<file path="config.mk">
export PLATFORM = sky130hd
export DESIGN_NAME = mcu_clock_output
export DESIGN_NICKNAME = d
export VERILOG_FILES = /design/src/mcu_clock_output_pkg.sv /design/src/xtal_divider.sv /design/src/mcu_clock_output.sv
export SDC_FILE = /design/constraint.sdc
export NUM_CORES = 1
export LEC_CHECK = 0
export ABC_AREA = 0
export BUFFER_PORTS_ARGS = -buffer_cell sky130_fd_sc_hd__buf_2
export CORE_AREA = 2 2 89 69
export CTS_BUF_LIST = sky130_fd_sc_hd__clkbuf_8 sky130_fd_sc_hd__clkbuf_16
export CTS_CLUSTER_SIZE = 10
export DETAILED_ROUTE_END_ITERATION = 10
export DIE_AREA = 0 0 91 71
export PLACE_DENSITY = 0.83
export SYNTH_ARGS = -nofsm -noshare
export SYNTH_HDL_FRONTEND = slang
export SYNTH_SLANG_ARGS = --single-unit
</file>
<file path="constraint.sdc">
create_clock -name pclk -period 8.35 [get_ports pclk]
set_input_delay 0.4175 -clock pclk [delete_from_list [all_inputs] [get_ports pclk]]
set_output_delay 0.4175 -clock pclk [all_outputs]
set_load 0.01 [all_outputs]
</file>
<file path="src/mcu_clock_output_pkg.sv">
/*
 * Shared constants and types for the microcontroller clock output block:
 * register indices, field layout, reset value, clock tail lengths and the
 * divider table for the crystal-derived frequencies.
 * Assumes a crystal nominally at the highest selectable frequency,
 * so every divided rate is a whole number of crystal half-periods.
 */
`default_nettype none

package mcu_clock_output_pkg;

    localparam int unsigned ADDR_W     = 8;
    localparam int unsigned DATA_W     = 32;
    localparam int unsigned REG_W      = 8;

    // register indices; the byte address is four times the index
    localparam logic [ADDR_W-1:0] CTRL_INDEX   = 8'h0a;
    localparam logic [ADDR_W-1:0] STATUS_INDEX = 8'h0b;
    localparam int unsigned       INDEX_SHIFT  = 2;

    localparam logic [REG_W-1:0]  CTRL_RESET   = 8'h0b;
    localparam logic [REG_W-1:0]  CTRL_WMASK   = 8'h3f;

    localparam int unsigned MCLK_LSB  = 0;
    localparam int unsigned MCLK_W    = 3;
    localparam int unsigned ENLFC_BIT = 3;
    localparam int unsigned CLKT_LSB  = 4;
    localparam int unsigned CLKT_W    = 2;

    localparam logic [MCLK_W-1:0] MCLK_LF = 3'h7;

    localparam int unsigned TAIL_W = 10;
    localparam logic [TAIL_W-1:0] TAIL_NONE = 10'h000;
    localparam logic [TAIL_W-1:0] TAIL_128  = 10'h080;
    localparam logic [TAIL_W-1:0] TAIL_256  = 10'h100;
    localparam logic [TAIL_W-1:0] TAIL_512  = 10'h200;

    // output period counted in crystal half-periods (both edges)
    localparam int unsigned PER_W = 7;
    localparam logic [PER_W-1:0] PER_30M = 7'h02;
    localparam logic [PER_W-1:0] PER_15M = 7'h04;
    localparam logic [PER_W-1:0] PER_10M = 7'h06;
    localparam logic [PER_W-1:0] PER_4M  = 7'h0f;
    localparam logic [PER_W-1:0] PER_3M  = 7'h14;
    localparam logic [PER_W-1:0] PER_2M  = 7'h1e;
    localparam logic [PER_W-1:0] PER_1M  = 7'h3c;

    typedef enum logic [1:0]
    {
        ST_PARK = 2'b00,
        ST_ARM  = 2'b01,
        ST_RUN  = 2'b11,
        ST_TAIL = 2'b10
    } out_state_t;

    function automatic logic [PER_W-1:0] div_period(input logic [MCLK_W-1:0] sel);
        logic [PER_W-1:0] p;
        p = PER_1M;
        unique case (sel)
            3'h0:    p = PER_30M;
            3'h1:    p = PER_15M;
            3'h2:    p = PER_10M;
            3'h3:    p = PER_4M;
            3'h4:    p = PER_3M;
            3'h5:    p = PER_2M;
            3'h6:    p = PER_1M;
            3'h7:    p = PER_1M;
        endcase
        return p;
    endfunction

    function automatic logic [TAIL_W-1:0] tail_len(input logic [CLKT_W-1:0] code);
        logic [TAIL_W-1:0] t;
        t = TAIL_NONE;
        unique case (code)
            2'h0:    t = TAIL_NONE;
            2'h1:    t = TAIL_128;
            2'h2:    t = TAIL_256;
            2'h3:    t = TAIL_512;
        endcase
        return t;
    endfunction

endpackage

`default_nettype wire

</file>
<file path="src/xtal_divider.sv">
/*
 * Free-running divider of the synchronised crystal level. Counts both crystal
 * edges and holds the output high for the first half of each period.
 * Assumes xtal_lvl is already synchronised to pclk and that sel only changes
 * while the caller keeps the divided clock away from the pin.
 */
`default_nettype none

module xtal_divider
    import mcu_clock_output_pkg::*;
(
    input  wire logic                                 pclk,
    input  wire logic                                 presetn,
    input  wire logic                                 xtal_lvl,
    input  wire logic [mcu_clock_output_pkg::MCLK_W-1:0] sel,
    output logic                                      div_lvl
);

    logic              xtal_prev_r;
    logic [MCLK_W-1:0] sel_prev_r;
    logic [PER_W-1:0]  cnt_r;
    logic [PER_W-1:0]  cnt_nxt;
    logic [PER_W-1:0]  period;
    logic              edge_seen;
    logic              restart;

    assign period    = div_period(sel);
    assign edge_seen = xtal_lvl ^ xtal_prev_r;
    assign restart   = sel != sel_prev_r;

    always_comb
    begin
        cnt_nxt = cnt_r;
        // a new setting parks the count at the end of a low phase, so the first high phase is whole
        if (restart)
            cnt_nxt = period - 7'h01;
        else if (edge_seen)
        begin
            // a count left beyond a new, shorter period wraps rather than runs away
            if (cnt_r >= period - 7'h01)
                cnt_nxt = 7'h00;
            else
                cnt_nxt = cnt_r + 7'h01;
        end
    end

    always_ff @(posedge pclk or negedge presetn)
    begin
        if (!presetn)
        begin
            xtal_prev_r <= 1'b0;
            sel_prev_r  <= CTRL_RESET[MCLK_LSB +: MCLK_W];
        end
        else
        begin
            xtal_prev_r <= xtal_lvl;
            sel_prev_r  <= sel;
        end
    end

    always_ff @(posedge pclk or negedge presetn)
    begin
        if (!presetn)
        begin
            cnt_r   <= 7'h00;
            div_lvl <= 1'b0;
        end
        else
        begin
            cnt_r   <= cnt_nxt;
            div_lvl <= (cnt_nxt < (period >> 1));
        end
    end

endmodule

`default_nettype wire

</file>
<file path="src/mcu_clock_output.sv">
/*
 * Microcontroller clock output: an APB-programmed clock on the output pin,
 * either a division of the crystal or the low-frequency clock, with sleep
 * handling, clock tail and interrupt hold-off.
 * Assumes crystal and low-frequency clocks arrive as pin levels well below
 * half of pclk; sleep request and interrupt-pending come from pclk logic.
 */
// The implementer's own choice: the APB interface to the registers.
// Behaviour
// RQ1: three-bit selector picks 30,15,10,4,3,2,1 MHz or 32.768 kHz output.
// RQ2: all rates but the lowest divide the crystal; lowest uses low-frequency input.
// RQ3: after reset the control register holds 0Bh and the pin carries the clock.
// RQ4: sleep with low-frequency enable set outputs 32.768 kHz whatever the selector.
// RQ5: awake states output the selected rate; switch to low frequency only in sleep.
// RQ6: crystal oscillator is switched off while asleep.
// RQ7: sleep with low-frequency enable clear stops the clock output.
// RQ8: before stopping, emit 0, 128, 256 or 512 extra cycles from a 2-bit field.
// RQ9: while an interrupt is pending the clock keeps running in any commanded mode.
// RQ10: mode change and crystal shutdown complete only after the interrupt is read.
// RQ11: source switches, start and stop never truncate a high or low phase.
`default_nettype none

module mcu_clock_output
    import mcu_clock_output_pkg::*;
(
    input  wire logic                                 pclk,
    input  wire logic                                 presetn,
    input  wire logic                                 psel,
    input  wire logic                                 penable,
    input  wire logic                                 pwrite,
    input  wire logic [mcu_clock_output_pkg::ADDR_W-1:0] paddr,
    input  wire logic [mcu_clock_output_pkg::DATA_W-1:0] pwdata,
    output logic      [mcu_clock_output_pkg::DATA_W-1:0] prdata,
    output logic                                      pready,
    output logic                                      pslverr,
    input  wire logic                                 xtal_clk_in,
    input  wire logic                                 lf_clk_in,
    input  wire logic                                 sleep_cmd,
    input  wire logic                                 irq_pending,
    output logic                                      clock_output_pin,
    output logic                                      xtal_osc_en,
    output logic                                      sleep_entered
);

    localparam int unsigned SYNC_N = 2;

    logic [SYNC_N-1:0] meta_r;
    logic [SYNC_N-1:0] sync_r;
    logic              xtal_s;
    logic              lf_s;

    logic [REG_W-1:0]  ctrl_r;
    logic [MCLK_W-1:0] mclk;
    logic              enlfc;
    logic [CLKT_W-1:0] clkt;

    logic              sleep_eff_r;
    logic              sleep_prev_r;
    logic [TAIL_W-1:0] tail_left_r;

    out_state_t        state_r;
    out_state_t        state_nxt;
    logic              src_lf_r;
    logic [MCLK_W-1:0] sel_r;

    logic              div_lvl;
    logic              div_prev_r;
    logic              lf_prev_r;
    logic              lvl_cur;
    logic              rise_cur;
    logic              fall_cur;

    logic              tgt_run;
    logic              tgt_lf;
    logic              change;
    logic              xtal_used;
    logic              settled;

    logic              setup_ph;
    logic              access_ph;
    logic              hit_ctrl;
    logic              hit_status;
    logic [REG_W-1:0]  status_w;

    // registers sit on word boundaries; the index is scaled to a byte address
    function automatic logic addr_hit(input logic [ADDR_W-1:0] a, input logic [ADDR_W-1:0] idx);
        logic [ADDR_W-1:0] byte_addr;
        byte_addr = ADDR_W'(idx << INDEX_SHIFT);
        return a == byte_addr;
    endfunction

    // both clocks are pin levels; only the second stage is read
    always_ff @(posedge pclk or negedge presetn)
    begin
        if (!presetn)
        begin
            meta_r <= 2'h0;
            sync_r <= 2'h0;
        end
        else
        begin
            meta_r <= {lf_clk_in, xtal_clk_in};
            sync_r <= meta_r;
        end
    end

    assign xtal_s = sync_r[0];
    assign lf_s   = sync_r[1];

    assign mclk   = ctrl_r[MCLK_LSB +: MCLK_W];
    assign enlfc  = ctrl_r[ENLFC_BIT];
    assign clkt   = ctrl_r[CLKT_LSB +: CLKT_W];

    // APB slave: zero-wait, one access cycle, pready registered from the setup cycle
    assign setup_ph   = psel & ~penable;
    assign access_ph  = psel & penable & pready;
    assign hit_ctrl   = addr_hit(paddr, CTRL_INDEX);
    assign hit_status = addr_hit(paddr, STATUS_INDEX);

    // status snapshot: tail high bits, state, source, pin, crystal enable, sleep done
    assign status_w = {tail_left_r[TAIL_W-1:TAIL_W-2], state_r, src_lf_r,
                       clock_output_pin, xtal_osc_en, sleep_entered};

    always_ff @(posedge pclk or negedge presetn)
    begin
        if (!presetn)
        begin
            pready  <= 1'b0;
            pslverr <= 1'b0;
            prdata  <= 32'h0;
        end
        else
        begin
            pready  <= setup_ph;
            pslverr <= setup_ph & ~hit_ctrl & ~hit_status;
            prdata  <= 32'h0;
            if (setup_ph && !pwrite)
            begin
                if (hit_ctrl)
                    prdata <= {24'h0, ctrl_r};
                else if (hit_status)
                    prdata <= {24'h0, status_w};
            end
        end
    end

    // bits above the tail field are not stored and read back as zero
    always_ff @(posedge pclk or negedge presetn)
    begin
        if (!presetn)
            ctrl_r <= CTRL_RESET; // RQ3
        else if (access_ph && pwrite && hit_ctrl)
            ctrl_r <= pwdata[REG_W-1:0] & CTRL_WMASK;
    end

    // sleep counts only once no interrupt is pending; a new interrupt wakes the clock
    always_ff @(posedge pclk or negedge presetn)
    begin
        if (!presetn)
        begin
            sleep_eff_r  <= 1'b0;
            sleep_prev_r <= 1'b0;
        end
        else
        begin
            sleep_eff_r  <= sleep_cmd & ~irq_pending; // RQ9 RQ10
            sleep_prev_r <= sleep_eff_r;
        end
    end

    xtal_divider u_div
    (
        .pclk     (pclk),
        .presetn  (presetn),
        .xtal_lvl (xtal_s),
        .sel      (sel_r),
        .div_lvl  (div_lvl)
    ); // RQ2

    always_ff @(posedge pclk or negedge presetn)
    begin
        if (!presetn)
        begin
            div_prev_r <= 1'b0;
            lf_prev_r  <= 1'b0;
        end
        else
        begin
            div_prev_r <= div_lvl;
            lf_prev_r  <= lf_s;
        end
    end

    // edges are taken per source so a switch never fakes a rising edge
    assign lvl_cur  = src_lf_r ? lf_s : div_lvl; // RQ2
    assign rise_cur = src_lf_r ? (lf_s & ~lf_prev_r) : (div_lvl & ~div_prev_r);
    assign fall_cur = src_lf_r ? (~lf_s & lf_prev_r) : (~div_lvl & div_prev_r);

    // targets: whether the pin should run, and from which source
    assign tgt_run = ~sleep_eff_r | enlfc; // RQ7
    assign tgt_lf  = sleep_eff_r | (mclk == MCLK_LF); // RQ4 RQ5
    assign change  = ~tgt_run | (tgt_lf != src_lf_r) | (~src_lf_r & (mclk != sel_r)); // RQ1
    // parking lasts until the new source and setting have reached the divider
    assign settled = (src_lf_r == (tgt_lf & tgt_run)) && (sel_r == mclk);

    // tail loaded when sleep takes effect with the clock to be stopped
    always_ff @(posedge pclk or negedge presetn)
    begin
        if (!presetn)
            tail_left_r <= TAIL_NONE;
        else if (sleep_eff_r && !sleep_prev_r)
            tail_left_r <= enlfc ? TAIL_NONE : tail_len(clkt); // RQ8
        else if (!sleep_eff_r)
            tail_left_r <= TAIL_NONE;
        else if (state_r == ST_TAIL && rise_cur && tail_left_r != TAIL_NONE)
            tail_left_r <= tail_left_r - 10'h001; // RQ8
    end

    always_comb
    begin
        state_nxt = state_r;
        unique case (state_r)
            ST_PARK:
            begin
                // a rise left over from the old setting must not start the pin
                if ((tgt_run || tail_left_r != TAIL_NONE) && settled)
                    state_nxt = ST_ARM; // RQ11
            end
            ST_ARM:
            begin
                if (change && !(tail_left_r != TAIL_NONE && !tgt_run))
                    state_nxt = ST_PARK;
                else if (rise_cur)
                    state_nxt = ST_RUN; // RQ11
            end
            ST_RUN:
            begin
                if (change)
                    state_nxt = ST_TAIL;
            end
            ST_TAIL:
            begin
                if (!change)
                    state_nxt = ST_RUN;
                else if (fall_cur && (tgt_run || tail_left_r == TAIL_NONE))
                    state_nxt = ST_PARK; // RQ8 RQ11
            end
        endcase
    end

    // the state code is shown in the status word, so its encoding is visible to software
    always_ff @(posedge pclk or negedge presetn)
    begin
        if (!presetn)
            state_r <= ST_PARK;
        else
            state_r <= state_nxt;
    end

    // source and divider setting change only while the pin is parked low
    always_ff @(posedge pclk or negedge presetn)
    begin
        if (!presetn)
        begin
            src_lf_r <= 1'b0;
            sel_r    <= CTRL_RESET[MCLK_LSB +: MCLK_W];
        end
        else if (state_r == ST_PARK)
        begin
            src_lf_r <= tgt_lf & tgt_run; // RQ4 RQ11
            sel_r    <= mclk; // RQ1
        end
    end

    // the pin follows the source only from a whole high phase to a whole low phase
    always_ff @(posedge pclk or negedge presetn)
    begin
        if (!presetn)
            clock_output_pin <= 1'b0;
        else if (state_nxt == ST_RUN || state_nxt == ST_TAIL)
            clock_output_pin <= lvl_cur; // RQ5 RQ11
        else
            clock_output_pin <= 1'b0; // RQ7
    end

    assign xtal_used = ~src_lf_r & (state_r != ST_PARK);

    // the crystal stays on while it still feeds the pin, so a tail or a switch can finish
    always_ff @(posedge pclk or negedge presetn)
    begin
        if (!presetn)
            xtal_osc_en <= 1'b1;
        else
            xtal_osc_en <= ~sleep_eff_r | xtal_used; // RQ6 RQ10
    end

    // mode change reported complete once the crystal is really off
    always_ff @(posedge pclk or negedge presetn)
    begin
        if (!presetn)
            sleep_entered <= 1'b0;
        else
            sleep_entered <= sleep_eff_r & ~xtal_osc_en; // RQ10
    end

endmodule

`default_nettype wire

</file>
==> flow_summary_export.csv, run 1 <==
group,metric,value,unit
status,status,"finished, final reports clean",
setup_path,cp_slowest_stage_delay,0.64,ns
setup_path,crit_family,"compound AO/OA/AOI/OAI gates",
synth,synth_ff_type,"dfrtp_1",
power_and_ir_drop,clockPowerShare,22.8,%
cts,clock-sinks,55,
setup_path,cp_slowest_cell,"dfstp_2",
power_and_ir_drop,ir_drop,105,µV
floorplan,start_util,54.0,%
floorplan,dieArea,6460,µm²
setup_path,worst_ep_required_time,8.59,ns
placement,placed_cell_area,3180,µm²
synth,synth_most_common_cell,"dfrtp_1",
synth,yosys_warnings,0,
layout,antenna_cells,0,
floorplan,die_height,71,µm
global_route,first_global_vias,2152,
sta,period_needed,3.86,ns
setup_path,cp-startpoint,"sel_r[0]",
synth,async_reset_ff_share,100,%
sta,rsz0062_at_grt,"no",
sta,setup_viol,0,
cts,cts_max_path_buffers,2,
setup_path,cp-start-kind,"register",
global_route,grtUsageMet2,30.1,%
setup_path,path_class,"reg -> reg",
synth,synthTopCellsByCount,"dfrtp_1, buf_4, nor2_1, nand2_1, xor2_1",
global_route,met1_usage,27.2,%
synth,yosys.area.top_type,"dfrtp_1",
sta,final.setup.tns,0,ns
setup_path,endpoint_kind,"register",
power_and_ir_drop,p_sw,0.000229,W
drt,ant_nets,0,
layout,final_nets,392,
drt,vias,2267,
sta,hold_violations,0,
synth,ys_seq_area_share,45.5,%
drt,drt_iter0_markers,111,
setup_path,worst-path-buf-inv,0,
setup_path,critPathMostFrequentCell,"ha_1",
placement,port_buffers,35,
cts,numCtsBuffers,5,
drt,drc,0,
placement,hpwlAfterDp,4.24,mm
floorplan,ioPinCount,86,
global_route,grt_antenna_before_repair,0,
global_route,gr-usage-met3,3.62,%
setup_path,critPathMaxFanout,8,
synth,yosys-top-cells-area,"dfrtp_1, dfstp_2, buf_4, ha_1, xor2_1",
setup_path,worstReg2RegStart,"sel_r[0]",
global_route,grtUsageTotal,19.0,%
cts,hold_buffers,0,
power_and_ir_drop,powerDensity,204,nW/µm²
synth,syn_avg_cell_area,10.3,µm²
power_and_ir_drop,comb_power_share,28.3,%
setup_path,path_cells,"nor2b_1, xnor2_1, ha_1, nand2_1, ha_1, and4_1, and2_1, a21boi_1, nand2_1, o22ai_1, ha_1, a21o_1, a2111oi_0, o2111a_1",
global_route,grt_most_used_layer,"met2",
flow_run,max_cap_violations,0,
power_and_ir_drop,p_int,0.000440,W
cts,clk_pin_slew,0.11,ns
synth,synth_area,3050,µm²
cts,cts.htree.levels,2,
sta,fmax,259,MHz
drt,via_per_inst,5.56,
drt,wl_per_cell,14.3,µm
power_and_ir_drop,swShare,34.3,%
layout,design_area,3270,µm²
layout,layout-drive-gt1-share,20.3,%
cts,cts-resized-gates,0,
synth,synth_cell_types,55,
global_route,grt-ovfl-total,0,
synth,synth_seq_cells,55,
setup_path,cp.arrival,4.10,ns
global_route,grt_max_degree,56,
sta,post-route-period-util,46.3,%
placement,place.gp.congestion,0.906,
synth,synth_edf_count,0,
sta,skew,0.0161,ns
layout,syn_to_final_growth,7.43,%
sta,relSlewSlack,27.0,%
cts,clk-insertion-delay-late,0.31,ns
power_and_ir_drop,p_leak,1.60,nW
cts,post_cts_buffers,0,
synth,yosysTopAreaCellShare,38.6,%
drt,wl,5.82,mm
drt,dr.pass1.iters,4,
synth,syn_inst,297,
power_and_ir_drop,p_seq_share,48.9,%
floorplan,dieWidth,91,µm
sta,drv_slew,0,
cts,cts-root-buf,"clkbuf_8",
min_path,hold_class,"in -> async",
cts,cts_tree,"done",
floorplan,placementRows,24,
global_route,grt_pass1_wl,10.0,mm
floorplan,placeableCoreArea,5650,µm²
sta,worst_pin_slew,1.09,ns
[kinds of logic after synthesis]
logic type	Yosys count	share of synthesized area (%)
muxes	17	5.95
buffers and inverters	45	8.99
DFF	55	45.5
AOI/OAI and AO/OA	52	11.6
other	1	0.123
xor gates and xnor gates	21	6.03
and+or+nand+nor	92	16.1
adders and majority gates	14	5.75
[cells in the final DEF, fill, tap and decap left out, drive strengths merged, types with 4 or more instances in the layout]
cell type,count
dfstp,8
and2,5
and3,4
conb,24
a21oi,14
o22ai,4
buf,36
nand3,6
xor2,16
a31oi,5
inv,12
mux2,9
ha,14
nand4,4
xnor2,5
clkbuf,5
o21ai,7
nor2,24
nor3,7
nand2,19
dfrtp,47
mux2i,8
[layout make-up]
type | count | area, µm²
clock buffer | 5 | 68.8
clock inverter | 3 | 23.8
fill | 484 | 2370
inverter | 11 | 41.3
multi-input combinational | 220 | 1470
sequential | 55 | 1390
tap | 78 | 97.6
timing repair buffer | 36 | 183
[worst register-to-register path, delay by kind of cell (launching register included)]
kind            cells  cell delay (ns)
xor+xnor            1             0.18
compound gates      5             1.24
flops               1             0.64
simple gates        5             0.86
fa+ha+maj           3             0.87
[routing by layer]
layer  part of all wire, %  up-vias  wire, µm
li1                      -     1067         -
met2                    46       90      2670
met4                   1.4        0        80
met3                   5.7       10       330
met1                    47     1100      2740
met5                     0        -         0
[sequential cells by signal (all words and copies together), names as in the netlist, 2 cells and up]
signal	count
sel_r	3
ctrl_r	6
meta_r	2
u_div.sel_prev_r	3
prdata	8
state_r	2
u_div.cnt_r	7
tail_left_r	10
sync_r	2
[path summary, 6_finish.rpt]
kind                       slack (ns)             end  cells after the start
hold / removal                   0.21  u_div.cnt_r[2]                      2
setup / recovery                 4.49   u_div.div_lvl                     14
min in group pclk                0.21       meta_r[1]                      1
max in group asynchronous        7.68        src_lf_r                      2
setup reg to reg                 4.49   u_div.div_lvl                     14
hold reg to reg                  0.35       sync_r[0]                      0
[power by group through the flow]
| stage | Combinational, W | Clock [W] | Sequential (W) |
|---|---|---|---|
| 6_report | 0.000190 | 0.000152 | 0.000327 |
| 5_1_grt | 0.000214 | 0.000166 | 0.000333 |
| 4_1_cts | 0.000189 | 0.000156 | 0.000326 |
| 3_5_place_dp | 0.000188 | 0 | 0.000331 |
| 3_3_place_gp | 0.000179 | 0 | 0.000329 |
| 2_1_floorplan | 0.000157 | 0 | 0.000319 |
[per-stage QoR]
stage / power, W / instances / worst slack [ns] / hold WS, ns / utilization (%)
floorplan: 0.000476 / 320 / 4.92 / 0.122 / -
global placement: 0.000508 / 400 / 4.66 / 0.332 / 56.4
detailed placement: 0.000519 / 400 / 4.63 / 0.336 / 56.4
CTS: 0.000671 / 408 / 4.58 / 0.206 / 58.0
global route: 0.000713 / 408 / 4.34 / 0.206 / 58.0
finish: 0.000669 / 408 / 4.49 / 0.212 / 58.0
Power figures use the tool's default switching activity.
==> run 2: changes to the inputs <==
--- a/config.mk
+++ b/config.mk
@@ -7,12 +7,12 @@
 export LEC_CHECK = 0
 export ABC_AREA = 0
 export BUFFER_PORTS_ARGS = -buffer_cell sky130_fd_sc_hd__buf_2
-export CORE_AREA = 2 2 89 69
+export CORE_AREA = 2 2 92 72
 export CTS_BUF_LIST = sky130_fd_sc_hd__clkbuf_8 sky130_fd_sc_hd__clkbuf_16
 export CTS_CLUSTER_SIZE = 10
 export DETAILED_ROUTE_END_ITERATION = 10
-export DIE_AREA = 0 0 91 71
-export PLACE_DENSITY = 0.83
+export DIE_AREA = 0 0 94 74
+export PLACE_DENSITY = 0.78
 export SYNTH_ARGS = -nofsm -noshare
 export SYNTH_HDL_FRONTEND = slang
 export SYNTH_SLANG_ARGS = --single-unit
==> constraint.sdc (replaced) <==
create_clock -name pclk -period 3.7 [get_ports pclk]
set_input_delay 0.185 -clock pclk [delete_from_list [all_inputs] [get_ports pclk]]
set_output_delay 0.185 -clock pclk [all_outputs]
set_load 0.01 [all_outputs]
==> run 2 against run 1 <==
Net effect:
- the run now ends with negative hold slack left
- clock skew down 0.0083 ns
- core utilization down 2.4 points
- die area up 7.7%
- sequential power up 130%
- global-route usage down 1.3 points
- sequential share of layout area down 1.5 points
- non-clock buffer count up 11
- first-iteration DRC count up 13%
- routed wire length up 1.1%
- worst hold slack worse by 0.23 ns
- setup slack worse by 4.4 ns
- critical path depth up 1
- critical endpoint unchanged
- highest routed layer unchanged
==> flow_summary_export.csv, run 2 (synthesized netlist as in run 1, its figures left out) <==
group,metric,value,unit
placement,hpwlAfterDp,4.32,mm
placement,port_buffers,35,
cts,clk_pin_slew,0.10,ns
layout,antenna_cells,0,
cts,cts-root-buf,"clkbuf_8",
layout,final_cell_mix,"dfrtp_1, buf_2, nor2_1, conb_1, nand2_1",
layout,design_area,3390,µm²
setup_path,cp-start-kind,"register",
global_route,grtUsageMet2,27.1,%
drt,wl_per_cell,13.9,µm
setup_path,path_cells,"nor2b_2, xnor2_2, ha_2, nand2_1, ha_1, and4_1, and2_1, a21boi_1, nand2_1, buf_4, o22ai_2, ha_1, o21a_1, o211ai_1, o2111a_1",
setup_path,cp.arrival,3.82,ns
global_route,grt_most_used_layer,"met2",
drt,dr.pass1.iters,4,
floorplan,dieArea,6960,µm²
setup_path,worst_ep_required_time,3.95,ns
layout,final_nets,403,
layout,reg_top3,"tail_left_r: 10 flops, prdata: 8 flops, u_div.cnt_r: 7 flops",
global_route,met1_usage,25.5,%
power_and_ir_drop,ir_drop,189,µV
layout,layout-drive-gt1-share,23.5,%
drt,via_per_inst,5.39,
cts,cts_max_path_buffers,2,
setup_path,path_class,"reg -> reg",
drt,ant_nets,0,
cts,clk-insertion-delay-late,0.31,ns
cts,clock-sinks,55,
setup_path,endpoint_kind,"register",
cts,numCtsBuffers,5,
floorplan,placementRows,25,
global_route,grt_pass1_wl,9.56,mm
setup_path,cp_slowest_stage_delay,0.60,ns
flow_run,max_cap_violations,0,
power_and_ir_drop,powerDensity,455,nW/µm²
status,failed_checks,"negative hold slack",
global_route,grt_max_degree,56,
placement,place.gp.congestion,0.909,
layout,layout_commonest_cell,"dfrtp_1",
sta,drv_slew,0,
placement,place_inst,408,
global_route,grtUsageTotal,17.6,%
sta,post-route-period-util,96.6,%
layout,regMostFlops,"tail_left_r",
layout,multi_input_area,1510,µm²
cts,cts.htree.levels,2,
drt,drt_iter0_markers,125,
cts,cts_tree,"done",
power_and_ir_drop,p_leak,1.66,nW
global_route,gr-usage-met3,3.34,%
layout,syn_to_final_growth,11.3,%
status,status,"finished, violations left",
floorplan,dieWidth,94,µm
layout,final-seq-area,1390,µm²
layout,largest_reg_flops,10,
floorplan,placeableCoreArea,6100,µm²
drt,drc,0,
layout,num-fill-cells,531,
global_route,grt-ovfl-total,0,
min_path,hold_class,"in -> async",
sta,fmax,280,MHz
sta,worst_pin_slew,0.806,ns
setup_path,critPathMaxFanout,7,
sta,period_needed,3.58,ns
floorplan,start_util,50.0,%
sta,relSlewSlack,45.8,%
sta,skew,0.00789,ns
sta,hold_violations,19,
global_route,first_global_vias,2046,
floorplan,ioPinCount,86,
global_route,grt_antenna_before_repair,0,
sta,fin_hold_ws,-0.0134,ns
layout,finalNonFillerCells,422,
floorplan,die_height,74,µm
sta,setup_viol,0,
drt,wl,5.88,mm
drt,vias,2275,
setup_path,cp_slowest_cell,"dfstp_2",
placement,placed_cell_area,3220,µm²
-- run 2: power breakdown --
group          switching, W  internal [W]  total [W]
Sequential        0.0000762      0.000662   0.000738
Combinational      0.000247      0.000235   0.000481
Clock              0.000195      0.000130   0.000325
-- run 2: final cells by class --
class	instances	area share [%]
clock inverters	3	0.479
flip-flops and latches	55	40.9
well taps	81	2.99
multi-input cells	220	44.4
repair buffers	47	8.04
inverters	11	1.22
clock buffers	5	2.03
-- run 2: timing repair --
item / in CTS / in global routing
pin swaps: 0 / 2
endpoints found under the setup margin: 1 / 1
hold buffers: 3 / 0
hold endpoints to repair: 3 / 0
buffers inserted: 0 / 3
gates cloned: 0 / 0
resized for setup: 1 / 6
-- run 2: worst max-delay path: cells and delay by family, from the launching register on --
family / cells / cell delay (ns)
AOI/OAI and AO/OA: 5 / 0.86
xor gates and xnor gates: 1 / 0.16
adders and majority gates: 3 / 0.89
buffers and inverters: 1 / 0.16
DFF: 1 / 0.60
and+or+nand+nor: 5 / 0.84
-- run 2: path summary, 6_finish.rpt --
| path | start | to | slack (ns) | depth (start not counted) |
|---|---|---|---|---|
| max | sel_r[0] | u_div.div_lvl | 0.12 | 15 |
| max reg2reg | sel_r[0] | u_div.div_lvl | 0.12 | 15 |
| min | presetn | u_div.cnt_r[1] | -0.01 | 2 |
| min in group pclk | paddr[3] | pslverr | 0.07 | 2 |
| max in group asynchronous | presetn | u_div.cnt_r[4] | 3.27 | 2 |
| min reg2reg | meta_r[0] | sync_r[0] | 0.36 | 0 |
-- run 2: per-layer routing --
metal | vias to the layer above | share of wire [%]
met2 | 69 | 47
met4 | 0 | 1.2
met1 | 1110 | 47
li1 | 1088 | -
met3 | 8 | 4.9
met5 | - | 0
-- run 2: stage by stage --
| step | setup TNS, ns | total power [W] | utilization, % | hold slack [ns] | setup slack (ns) |
|---|---|---|---|---|---|
| floorplan | 0 | 0.00107 | - | -0.111 | 0.267 |
| global placement | 0 | 0.00118 | 52.8 | 0.293 | 0.0971 |
| detailed placement | -0.000715 | 0.00119 | 52.8 | 0.295 | -0.000715 |
| CTS | 0 | 0.00153 | 54.7 | 0.0178 | 0.0248 |
| global route | -0.0588 | 0.00166 | 55.6 | 0.0466 | -0.0588 |
| finish | 0 | 0.00154 | 55.6 | -0.0134 | 0.124 |
==> run 3: changes to the inputs <==
--- a/config.mk
+++ b/config.mk
@@ -5,14 +5,15 @@
 export SDC_FILE = /design/constraint.sdc
 export NUM_CORES = 1
 export LEC_CHECK = 0
-export ABC_AREA = 0
+export ABC_AREA = 1
 export BUFFER_PORTS_ARGS = -buffer_cell sky130_fd_sc_hd__buf_2
-export CORE_AREA = 2 2 92 72
+export CORE_AREA = 2 2 94 73
 export CTS_BUF_LIST = sky130_fd_sc_hd__clkbuf_8 sky130_fd_sc_hd__clkbuf_16
 export CTS_CLUSTER_SIZE = 10
 export DETAILED_ROUTE_END_ITERATION = 10
-export DIE_AREA = 0 0 94 74
-export PLACE_DENSITY = 0.78
+export DIE_AREA = 0 0 96 75
+export PLACE_DENSITY = 0.79
 export SYNTH_ARGS = -nofsm -noshare
 export SYNTH_HDL_FRONTEND = slang
 export SYNTH_SLANG_ARGS = --single-unit
+export TNS_END_PERCENT = 5
==> run 3 against run 2 <==
Net effect:
- the flow now finishes without violations
- final cell count up 21%
- total power grew 1.6%
- final area grew 5.6%
- sequential power barely moved
- largest power group unchanged
- critical path depth grew 6
==> flow_summary_export.csv, run 3 <==
group,metric,value,unit
synth,yosys.area_share.simple,26.6,%
setup_path,critPathMaxFanout,4,
synth,synth_adder_area_share,5.42,%
global_route,gr-usage-met3,3.70,%
floorplan,dieArea,7200,µm²
setup_path,rr_endpoint,"u_div.div_lvl",
min_path,hp-start,"penable",
drt,ant_nets,0,
synth,synth_most_common_cell,"nand2_1",
sta,period_needed,3.40,ns
setup_path,crit_family,"simple AND/OR/NAND/NOR gates",
sta,setup_viol,0,
global_route,grt_pass1_wl,10.8,mm
sta,post-route-period-util,91.9,%
power_and_ir_drop,powerDensity,438,nW/µm²
sta,drv_slew,0,
floorplan,die_height,75,µm
drt,vias,2523,
sta,fin_ws,0.301,ns
setup_path,worst_ep_required_time,3.95,ns
synth,synth_ff_type,"dfrtp_1",
cts,clock-sinks,55,
global_route,met1_usage,28.2,%
cts,cts_max_path_buffers,2,
min_path,min_to,"pslverr",
layout,num-fill-cells,556,
cts,cts_tree,"done",
setup_path,endpoint_kind,"register",
global_route,grt-ovfl-total,0,
power_and_ir_drop,p_leak,1.86,nW
layout,layout_commonest_cell,"nand2_1",
layout,syn_to_final_growth,10.8,%
synth,yosys.area.top_type,"dfrtp_1",
drt,via_per_inst,4.93,
synth,syn_inst,383,
setup_path,path_cells,"inv_1, nor3_4, inv_1, ha_1, inv_1, nor2_2, nor2_1, ha_1, nand2_1, nand2_1, a21oi_1, nand2_1, a21oi_4, nand2_1, o21ai_0, ha_1, a21oi_1, nand3_1, nor2_1, nand2_1, inv_1",
floorplan,start_util,51.9,%
cts,clk-insertion-delay-late,0.32,ns
global_route,grtUsageTotal,19.3,%
sta,fmax,294,MHz
synth,synthTopCellsByCount,"nand2_1, inv_1, dfrtp_1, nor2_1, buf_4",
cts,clk_pin_slew,0.11,ns
sta,final.setup.tns,0,ns
placement,place.gp.congestion,0.917,
floorplan,placementRows,25,
sta,skew,0.0179,ns
setup_path,cp_slowest_stage_delay,0.58,ns
placement,hpwlAfterDp,4.80,mm
sta,worst_pin_slew,0.545,ns
setup_path,r2r_setup_slack,0.30,ns
setup_path,cp-start-kind,"register",
setup_path,reg2reg_depth,21,
global_route,grtUsageMet2,29.1,%
synth,synth_seq_cells,55,
synth,synth-compound-area-share,8.09,%
setup_path,critPathMostFrequentCell,"nand2_1",
layout,antenna_cells,0,
synth,synth_cell_types,40,
layout,layout-drive-gt1-share,20.4,%
synth,ys_seq_area_share,42.9,%
status,status,"finished, final reports clean",
drt,drt_iter0_markers,131,
setup_path,cp_slowest_cell,"dfstp_2",
cts,cts.htree.levels,2,
drt,drc,0,
power_and_ir_drop,ir_drop,254,µV
setup_path,worst-path-buf-inv,4,
layout,final_cell_mix,"nand2_1, inv_1, dfrtp_1, buf_2, nor2_1",
sta,rsz0062_at_grt,"no",
sta,hold_violations,0,
synth,synth_mux_area_share,1.04,%
floorplan,dieWidth,96,µm
setup_path,path_class,"reg -> reg",
synth,synth_xor_area_share,3.52,%
synth,synth_top_family_by_area,"simple AND/OR/NAND/NOR gates",
cts,cts-root-buf,"clkbuf_8",
placement,port_buffers,35,
placement,pre_cts_ws,0.246,ns
layout,reg_top3,"tail_left_r: 10 flops, prdata: 8 flops, u_div.cnt_r: 7 flops",
synth,async_reset_ff_share,100,%
setup_path,worstReg2RegStart,"sel_r[1]",
floorplan,placeableCoreArea,6220,µm²
drt,wl_per_cell,12.3,µm
drt,wl,6.29,mm
cts,numCtsBuffers,5,
synth,syn_avg_cell_area,8.44,µm²
drt,dr.pass1.iters,4,
synth,yosysTopAreaCellShare,36.4,%
sta,relSlewSlack,63.5,%
global_route,grt_max_degree,35,
layout,largest_reg_flops,10,
setup_path,cp.arrival,3.65,ns
synth,yosys_warnings,0,
global_route,grt_antenna_before_repair,0,
min_path,min_path_cells,2,
synth,synth_area,3230,µm²
layout,final_nets,493,
global_route,grt_most_used_layer,"met2",
min_path,hold_class,"in -> reg",
flow_run,max_cap_violations,0,
layout,regMostFlops,"tail_left_r",
global_route,first_global_vias,2347,
floorplan,ioPinCount,86,
synth,yosys-top-cells-area,"dfrtp_1, nand2_1, dfstp_2, inv_1, buf_4",
synth,synth_edf_count,0,
run 3: power by group:
group	switching (W)	leakage [nW]	internal (W)
Clock	0.000210	0.0461	0.000137
Sequential	0.0000711	0.696	0.000664
Combinational	0.000301	1.12	0.000186
run 3: layout make-up:
class                   instances  area, µm²  share of cell area (%)
multi-input cells             273       1560                    43.5
flip-flops and latches         55       1390                    38.7
well taps                      81        101                    2.83
clock buffers                   5       68.8                    1.92
inverters                      51        191                    5.34
clock inverters                 3       23.8                   0.664
repair buffers                 44        253                    7.06
run 3: cells by family (layout without fill, tap and decap cells):
logic type	count (synthesis)	count (layout)
AO/OA/AOI/OAI	46	46
XOR/XNOR	13	13
adder cells (fa/ha/maj)	14	14
buffers and inverters	78	103
flip-flops	55	55
multiplexers	3	3
other	1	24
AND/OR/NAND/NOR	173	173
run 3: worst max-delay path by stage:
| stage | startpoint | to | slack [ns] | cells after the start |
|---|---|---|---|---|
| floorplan | sel_r[1] | u_div.div_lvl | 0.72 | 25 |
| global placement | sel_r[1] | u_div.div_lvl | 0.33 | 22 |
| detailed placement | sel_r[0] | u_div.div_lvl | 0.25 | 21 |
| CTS | sel_r[1] | u_div.div_lvl | 0.20 | 21 |
| global route | sel_r[1] | u_div.div_lvl | 0.008 | 21 |
| finish | sel_r[1] | u_div.div_lvl | 0.30 | 21 |
run 3: worst register-to-register path, delay by kind of cell, from the launching register on:
kind	cells	cell delay, ns
AO/OA/AOI/OAI	4	0.58
flip-flops	1	0.58
buffers and inverters	4	0.33
adder cells (fa/ha/maj)	3	0.78
AND/OR/NAND/NOR	10	1.04
run 3: layer usage:
layer | vias up | part of all wire, %
met4 | 0 | 1.5
met3 | 10 | 7.2
met1 | 1145 | 47
met5 | - | 0
li1 | 1274 | -
met2 | 94 | 45
run 3: repair_timing:
item / 4_1_cts / 5_1_grt
buffers inserted: 0 / 3
setup endpoints to repair: 0 / 1
hold endpoints to repair: 18 / 0
resized for setup: 0 / 4
hold buffers: 4 / 0
run 3: stage by stage:
step | power (W) | util [%] | hold slack (ns) | area, µm² | cells
after floorplan | 0.00112 | - | -0.111 | 3320 | 406
after global placement | 0.00118 | 54.7 | 0.162 | 3400 | 497
after detailed placement | 0.00120 | 54.7 | 0.160 | 3400 | 497
after CTS | 0.00155 | 56.8 | 0.0431 | 3540 | 509
after global routing | 0.00169 | 57.5 | 0.0539 | 3580 | 512
final | 0.00157 | 57.5 | 0.0470 | 3580 | 512
